[config.mk]
export PLATFORM = sky130hd
export DESIGN_NAME = scd_divider
export DESIGN_NICKNAME = d
export VERILOG_FILES = /design/src/scd_pkg.sv /design/src/scd_divider.sv
export SDC_FILE = /design/constraint.sdc
export NUM_CORES = 1
export LEC_CHECK = 0
export BUFFER_PORTS_ARGS = -buffer_cell sky130_fd_sc_hd__buf_2
export CAP_MARGIN = 0
export CORE_UTILIZATION = 57
export DETAILED_ROUTE_END_ITERATION = 6
export PLACE_DENSITY = 0.9
export SLEW_MARGIN = 10
export SYNTH_ARGS = -nofsm -noshare
export SYNTH_HDL_FRONTEND = slang
export SYNTH_SLANG_ARGS = --single-unit
[constraint.sdc]
create_clock -name sys_clk -period 2.6 [get_ports sys_clk]
set_input_delay 0.13 -clock sys_clk [delete_from_list [all_inputs] [get_ports sys_clk]]
set_output_delay 0.13 -clock sys_clk [all_outputs]
set_load 0.005 [all_outputs]
[src/scd_pkg.sv]
// constants for the sample clock divider and sync logic
package scd_pkg;
  localparam int          SYS_CLK_MHZ    = 200;
  localparam int          RETIMER_MIN_MHZ = 20;
  // longest divided period, in sys_clk cycles, that the retimer still tracks
  localparam int          RETIMER_MAX_CYC = SYS_CLK_MHZ / RETIMER_MIN_MHZ;
  localparam int          RATIO_W        = 3;
  localparam logic [2:0]  RATIO_MIN      = 3'h1;
  localparam logic [2:0]  RATIO_MAX      = 3'h6;
  localparam int          SYNC_EN_BIT    = 0;
  localparam int          SYNC_FIRST_BIT = 1;
  localparam logic        RETIMER_STRAP_RST = 1'b1;
endpackage : scd_pkg

[src/scd_divider.sv]
// sample clock divider with sync realignment and duty cycle retimer
`timescale 1ns/1ps
`default_nettype none
module scd_divider
  import scd_pkg::*;
#(
  parameter int PER_W = 8
) (
  // clock and reset
  input  wire logic               sys_clk,
  input  wire logic               resetn,
  // sample clock and sync pulse from the far side
  input  wire logic               sample_clk_in,
  input  wire logic               sync_in,
  // control
  input  wire logic [RATIO_W-1:0] div_ratio,
  input  wire logic [1:0]         sync_mode,
  input  wire logic               sync_mode_wr,
  input  wire logic               pin_mode,
  input  wire logic               duty_cycle_retimer,
  input  wire logic               serial_io_retimer_strap,
  // conversion clock and status
  output logic                    conv_clk,
  output logic                    sample_strobe,
  output logic                    retimer_active,
  output logic                    sync_armed
);
  logic               clk_q;
  logic               sync_q;
  logic [RATIO_W-1:0] div_count;
  logic [PER_W-1:0]   since_rise;
  logic [PER_W-1:0]   period;
  logic               strap_done;
  logic               strap_level;
  logic [RATIO_W-1:0] ratio_m1;
  logic               clk_rise;
  logic               clk_fall;
  logic               sync_rise;
  logic               valid_sync;
  logic               samp_edge;
  logic               retimer_en;
  logic [PER_W-1:0]   elapsed;

  // out-of-range ratios are clamped rather than left to wrap oddly
  always_comb begin
    if (div_ratio < RATIO_MIN)
      ratio_m1 = '0;
    else if (div_ratio > RATIO_MAX)
      ratio_m1 = RATIO_MAX - RATIO_MIN;
    else
      ratio_m1 = div_ratio - RATIO_MIN;
  end

  assign clk_rise   = sample_clk_in & ~clk_q;
  assign clk_fall   = ~sample_clk_in & clk_q;
  assign sync_rise  = sync_in & ~sync_q;
  assign valid_sync = sync_rise & sync_mode[SYNC_EN_BIT]
                    & (~sync_mode[SYNC_FIRST_BIT] | sync_armed);
  // sync in the same cycle as an input edge wins; that edge is not a sample
  assign samp_edge  = clk_rise & (div_count == '0) & ~valid_sync;
  assign retimer_en = pin_mode ? strap_level : duty_cycle_retimer;
  assign elapsed    = since_rise + PER_W'(1);

  // high time ends at half the measured period; an odd period rounds it down
  function automatic logic half_reached(input logic [PER_W-1:0] el,
                                        input logic [PER_W-1:0] per);
    return el >= (per >> 1);
  endfunction : half_reached

  always_ff @(posedge sys_clk or negedge resetn) begin
    if (!resetn) begin
      clk_q  <= 1'b0;
      sync_q <= 1'b0;
    end else begin
      clk_q  <= sample_clk_in;
      sync_q <= sync_in;
    end
  end

  // strap level is caught on the first edge after reset release
  always_ff @(posedge sys_clk or negedge resetn) begin
    if (!resetn) begin
      strap_done <= 1'b0;
      strap_level <= RETIMER_STRAP_RST;
    end else if (!strap_done) begin
      strap_done  <= 1'b1;
      strap_level <= serial_io_retimer_strap;
    end
  end

  // a write arms; when both land together the write wins so no re-arm is lost
  always_ff @(posedge sys_clk or negedge resetn) begin
    if (!resetn)
      sync_armed <= 1'b0;
    else if (sync_mode_wr)
      sync_armed <= 1'b1;
    else if (valid_sync)
      sync_armed <= 1'b0;
  end

  always_ff @(posedge sys_clk or negedge resetn) begin
    if (!resetn)
      div_count <= '0;
    else if (valid_sync)
      div_count <= '0;
    else if (clk_rise)
      div_count <= (div_count == ratio_m1) ? '0 : div_count + RATIO_W'(1);
  end

  // period of the divided clock in sys_clk cycles; the counter saturates and an overlong period reads as zero
  always_ff @(posedge sys_clk or negedge resetn) begin
    if (!resetn) begin
      since_rise <= '0;
      period     <= '0;
    end else if (samp_edge) begin
      since_rise <= '0;
      period     <= elapsed;
    end else if (since_rise != '1) begin
      since_rise <= elapsed;
    end
  end

  // too slow a clock leaves the loop unlocked and the input edge is used
  always_ff @(posedge sys_clk or negedge resetn) begin
    if (!resetn)
      retimer_active <= 1'b0;
    else
      retimer_active <= retimer_en && period != '0
                        && period <= PER_W'(RETIMER_MAX_CYC);
  end

  always_ff @(posedge sys_clk or negedge resetn) begin
    if (!resetn)
      conv_clk <= 1'b0;
    else if (valid_sync)
      conv_clk <= 1'b0;
    else if (samp_edge)
      conv_clk <= 1'b1;
    else if (retimer_active ? half_reached(elapsed, period) : clk_fall)
      conv_clk <= 1'b0;
  end

  always_ff @(posedge sys_clk or negedge resetn) begin
    if (!resetn)
      sample_strobe <= 1'b0;
    else
      sample_strobe <= samp_edge;
  end

  sample_edge_a: assert property (@(posedge sys_clk) disable iff (!resetn)
    samp_edge |=> conv_clk && sample_strobe)
    else $error("sample edge did not raise conversion clock");

  strobe_pulse_a: assert property (@(posedge sys_clk) disable iff (!resetn)
    sample_strobe |=> !sample_strobe)
    else $error("sample strobe longer than one cycle");

  sync_realign_a: assert property (@(posedge sys_clk) disable iff (!resetn)
    valid_sync |=> div_count == '0 && !conv_clk && !sample_strobe)
    else $error("sync did not reset divider");

  div_wrap_a: assert property (@(posedge sys_clk) disable iff (!resetn)
    clk_rise && !valid_sync && div_count == ratio_m1 |=> div_count == '0)
    else $error("divider did not wrap at ratio");

  div_step_a: assert property (@(posedge sys_clk) disable iff (!resetn)
    clk_rise && !valid_sync && div_count != ratio_m1
    |=> div_count == $past(div_count) + RATIO_W'(1))
    else $error("divider did not advance on input edge");

  first_arm_a: assert property (@(posedge sys_clk) disable iff (!resetn)
    sync_mode_wr |=> sync_armed)
    else $error("field write did not arm sync");

  first_only_a: assert property (@(posedge sys_clk) disable iff (!resetn)
    sync_mode[SYNC_FIRST_BIT] && !sync_armed && sync_rise |-> !valid_sync)
    else $error("unarmed sync accepted in first-only mode");

  slow_clock_a: assert property (@(posedge sys_clk) disable iff (!resetn)
    period > PER_W'(RETIMER_MAX_CYC) |=> !retimer_active)
    else $error("retimer active below minimum rate");

  half_fall_a: assert property (@(posedge sys_clk) disable iff (!resetn)
    retimer_active && conv_clk && !samp_edge && !valid_sync
    && half_reached(elapsed, period) |=> !conv_clk)
    else $error("retimed fall missed half period");

  strap_take_a: assert property (@(posedge sys_clk) disable iff (!resetn)
    !strap_done |=> strap_level == $past(serial_io_retimer_strap))
    else $error("strap level not captured");

  strap_hold_a: assert property (@(posedge sys_clk) disable iff (!resetn)
    strap_done |=> $stable(strap_level))
    else $error("strap level changed after capture");

  retimer_off_a: assert property (@(posedge sys_clk) disable iff (!resetn)
    !retimer_en |=> !retimer_active)
    else $error("retimer active while disabled");

  lock_range_a: assert property (@(posedge sys_clk) disable iff (!resetn)
    retimer_en && period != '0 && period <= PER_W'(RETIMER_MAX_CYC) |=> retimer_active)
    else $error("retimer not locked at a fast enough clock");

  input_fall_a: assert property (@(posedge sys_clk) disable iff (!resetn)
    !retimer_active && conv_clk && clk_fall && !valid_sync |=> !conv_clk)
    else $error("conversion clock missed input fall");

  rise_only_a: assert property (@(posedge sys_clk) disable iff (!resetn)
    !conv_clk && !samp_edge |=> !conv_clk)
    else $error("conversion clock rose without a sample edge");

  skip_rise_a: assert property (@(posedge sys_clk) disable iff (!resetn)
    clk_rise && div_count != '0 |=> !sample_strobe)
    else $error("sample taken off the divided edge");

  sync_off_a: assert property (@(posedge sys_clk) disable iff (!resetn)
    sync_rise && !sync_mode[SYNC_EN_BIT] && !clk_rise |=> div_count == $past(div_count))
    else $error("disabled sync moved the divider");

  armed_hold_a: assert property (@(posedge sys_clk) disable iff (!resetn)
    sync_armed && !valid_sync |=> sync_armed)
    else $error("armed state lost without a sync");
endmodule : scd_divider
`default_nettype wire

== Yosys cells after proc, flatten, opt, wreduce, memory -nomap -nowiden ==
Cells that the tools add are included.

* Flip-flop bits (word level): 27
* Input bits: 13

* Add/sub/neg operators: 3
* Magnitude comparators: 4
* Equal/unequal tests: 2
* Mux-type cells: 14
* Bitwise logic cells: 13
* Reductions and logical operators: 8

{| class="wikitable"
|+ Operators by type and width
! kind !! count
|-
| 2-to-1 mux 8 bit || 2
|-
| 2-to-1 mux 3 bit || 5
|-
| adder 8 x 1 -> 8 bit (second input constant) || 1
|-
| >= comparator 8 x 7 -> 1 bit || 1
|-
| <= comparator 8 x 4 -> 1 bit (second input constant) || 1
|-
| inequality test 8 bit (second input constant) || 1
|-
| nonzero test 8 bit || 1
|-
| bitwise AND 1 bit || 7
|-
| 2-to-1 mux 1 bit || 7
|-
| nonzero test 2 bit || 3
|-
| inverter 1 bit || 5
|-
| adder 3 x 1 -> 3 bit (second input constant) || 1
|-
| == test 3 bit || 1
|-
| greater-than comparator 3 bit (second input constant) || 1
|-
| logical NOT 3 bit || 1
|-
| less-than comparator 3 x 1 -> 1 bit (second input constant) || 1
|-
| nonzero test 3 bit || 1
|-
| subtractor 3 x 1 -> 3 bit (second input constant) || 1
|-
| logical AND 1 bit || 2
|-
| OR 1 bit || 1
|}

== Logic depth before layout (Yosys ltp) ==
* Depth after elaboration: 8
* Mapped depth: 9
* Gate-level depth less buffers: 9

== Worst setup path after synthesis ==
OpenSTA, ideal clock, no wires.

* Path type: reg-to-reg
* Start: register since_rise[2]
* End: register conv_clk
* Setup time: 0.095 ns
* Data arrival time: 1.778 ns
* Path slack: 0.727 ns
* Cell stages (with the launch flop): 9
* Buffers on the path: 0
* Cell sequence: dfrtp_1 > nand3_1 > nor2_1 > xnor2_1 > inv_1 > ha_1 > a21o_1 > a211o_1 > o31ai_1

* Cells in the longest elaborated chain, start to end: 4

{| class="wikitable"
|+ Ends and longest elaborated chain
! what !! RTL line !! source
|-
| from (decl) || scd_divider.sv:31 || <nowiki>logic [PER_W-1:0] since_rise;</nowiki>
|-
| from (signal assigned) || scd_divider.sv:119 || <nowiki>since_rise <= elapsed;</nowiki>
|-
| adder 8 x 1 -> 8 bit || scd_divider.sv:62 || <nowiki>assign elapsed = since_rise + PER_W'(1);</nowiki>
|-
| named net elapsed[5] || scd_divider.sv:42 || <nowiki>logic [PER_W-1:0] elapsed;</nowiki>
|-
| >= comparator 8 x 7 -> 1 bit || scd_divider.sv:67 || <nowiki>return el >= (per >> 1);</nowiki>
|-
| 2-to-1 mux 1 bit || scd_divider.sv:139 || <nowiki>else if (retimer_active ? half_reached(elapsed, period) : clk_fall)</nowiki>
|-
| nonzero test 3 bit (no line) || -- ||
|-
| to (signal assigned) || scd_divider.sv:136 || <nowiki>conv_clk <= 1'b0;</nowiki>
|-
| to (signal assigned) || scd_divider.sv:138 || <nowiki>conv_clk <= 1'b1;</nowiki>
|-
| to (signal assigned) || scd_divider.sv:140 || <nowiki>conv_clk <= 1'b0;</nowiki>
|-
| to (decl) || scd_divider.sv:23 || <nowiki>output logic conv_clk,</nowiki>
|}

The timed path passes the listed nets, and every way through them passes these cells.
A chain may end at the register's enable or synchronous reset.

== Worst setup path after layout ==
Ends and elaborated chain as after synthesis.

==> flow_summary.toml <==
[power]
pwr_density_cell_nw_per_um2 = 858
peakVddDrop_uv = 688
p_leak_nw = 0.829

[critical_path]
crit_type = "flop to flop"
r2r_end = "conv_clk"
critPathMaxFanout = 6
crit_family = "compound AO/OA/AOI/OAI gates"
rr_worst_depth = 8
crit_chain = "nand3_1, nor2_1, xnor2_1, inv_1, ha_1, a21o_1, a211o_1, o31ai_1"
cp.required_ps = 2830
crit_arrival_ps = 2340
cp_slowest_stage_delay_ps = 460
r2r_slack_ps = 490
cp-end-kind = "flop"
r2r_start = "since_rise[2]"
worst_setup_path_start_kind = "flop"
crit_buf_inv = 1
cp_slowest_cell = "dfrtp_1"

[routing]
wire_per_inst_um = 12.8
vias = 1159
drt_first_pass_iters = 4
totalWireLength_mm = 2.64
drtIter0Drc = 24
avgViaCountPerCell = 5.63
drc = 0
antenna_left = 0

[synthesis]
ys_ff_latch = 27
synth_ff_type = "dfrtp_1"
syn_inst = 154
yosys.area.top_type = "dfrtp_1"
synthArstFlopShare_pct = 100
synth.mux.area_fraction_pct = 2.11
syn_area_sq_um = 1480
synth_edf_count = 0
syn_nets = 179
synth_top_family_by_area = "compound AO/OA/AOI/OAI gates"
yosysMostFrequentCell = "dfrtp_1"
yosys.area_share.simple_pct = 14.8
yosysUniqueCellTypes = 38
synth_area_leaders = "dfrtp_1 44%, ha_1 10%, inv_1 4.8%"
synth_compound_area_share_pct = 15.3
synthAdderAreaFrac_pct = 10.1
synth_top_area_share_pct = 44.0
synth_warnings = 0
synth_xor_area_share_pct = 5.92
ys_seq_area_share_pct = 45.7
synthTopCellsByCount = "26 x dfrtp_1, 19 x inv_1, 16 x nand2_1, 12 x ha_1, 11 x o21ai_0"
avgSynthCellArea_sq_um = 9.61

[worst_hold_path]
hold_depth = 2
min_from = "serial_io_retimer_strap"
min_to = "strap_level"
hold_class = "input port to flop"

[floorplan]
core_sq_um = 2450
die_x_um = 53.0
die_h_um = 53.0
die-area_sq_um = 2800
ios = 17
start_util_pct = 60.3
placementRows = 18

[sta]
fin_crit_sh_pct = 81.2
report.final.setup_viol = 0
drv_slew = 0
fin_setup_tns_ps = 0
worst_slack_ps = 488
fmax_ghz = 0.473
rsz0062_at_grt = "no"
relSlewSlack_pct = 61.4
worst_pin_slew_ps = 579
fin_skew_ps = 4.69
min_period_ps = 2110
report.final.hold_viol_count = 0

[global_route]
grt_pass1_vias = 1089
antenna_found_initial = 0
grt_pass1_wl_mm = 4.20
grt_max_degree = 28
globalRouteTotalUtil_pct = 20.8
overflow = 0

[clock_network]
root_buffer = "clkbuf_4"
cts_setup_buffers = 0
max-clock-path-buffers = 2
cts_sinks = 27
clk_latency_ps = 320
cts-buffers-inserted = 3
h-tree-depth = 1
cts_tree = "done"
clk_pin_slew_ps = 130

[final_layout]
area_delta_synth_final_pct = 12.1
drive_gt1_share_pct = 14.2
final.fill_count = 183
diodes = 0
reg_top3 = "period x8, since_rise x8, div_count x3"
layout.nets = 202

[run]
cap_violations = 0

[place]
hpwl_mm = 2.11
gp_congestion = 0.852
pre_cts_ws_ps = 537
port_buffers = 16

[status]
outcome = "finished clean"
-- worst max-delay path by stage --
stage	startpoint	slack (ps)	end	cells after the start
floorplan	since_rise[2]	730	conv_clk	8
global placement	since_rise[2]	590	conv_clk	8
detailed placement	since_rise[2]	540	conv_clk	8
CTS	since_rise[2]	490	conv_clk	8
global route	since_rise[0]	320	conv_clk	8
finish	since_rise[2]	490	conv_clk	8
-- through the flow --
stage	hold WS [ps]	instance area, sq um	total power, mW	instances	util [%]
finish	39.7	1660	1.42	206	67.6
global route	39.8	1660	1.56	206	67.6
CTS	35.8	1660	1.44	206	67.6
detailed placement	157	1590	1.27	198	64.8
global placement	147	1590	1.22	198	64.8
floorplan	-166	1480	1.10	154	-
-- area by class of cell --
class                           instances  area (sq um)  area share (%)
Inverter                               19          71.3            4.30
Clock inverter                          1          5.00           0.302
Timing Repair Buffer                   21           128            7.69
Sequential cell                        27           677            40.8
Tap cell                               30          37.5            2.26
Multi-Input combinational cell        105           718            43.3
Clock buffer                            3          22.5            1.36
-- power by group --
| part | internal (mW) | switching (mW) | total (mW) |
|---|---|---|---|
| Sequential | 0.542 | 0.104 | 0.646 |
| Combinational | 0.282 | 0.325 | 0.606 |
| Clock | 0.0576 | 0.114 | 0.171 |
-- metal layers --
layer / share of wire (%) / wire length (um) / GRT usage [%]
met2: 53 / 1400 / 40.1
met4: 0.45 / 12 / 4.39
met1: 43 / 1140 / 22.4
met3: 3.3 / 87 / 5.17
met5: 0 / 0 / 0
-- timing repair --
item | CTS | global route
endpoints found under the setup margin | 0 | 0
endpoints found under the hold margin | 29 | 0
resized for setup | 0 | 0
hold buffers | 4 | 0
-- cells by family after synthesis --
logic type,Yosys count
DFF,27
adders and majority gates,12
muxes,3
xor gates and xnor gates,10
buffers and inverters,22
and+or+nand+nor,43
AOI/OAI and AO/OA,36
other,1
-- worst register-to-register path, stage by stage (launching register included) --
cell     delay [ps]
dfrtp_1         460
nand3_1         170
nor2_1          160
xnor2_1         190
inv_1            90
ha_1            300
a21o_1          180
a211o_1         280
o31ai_1         200
-- layout by cell type (no fill, tap or decap), types with 6 or more instances in the layout --
master and instances:
xnor2_1 6, nor2_1 8, dfrtp_1 26, o21ai_0 11, ha_1 12, nand2_1 16, inv_1 19, nand3_1 9
a21oi_1 9, buf_2 16
Note: power is estimated with default switching activity, not from simulation.
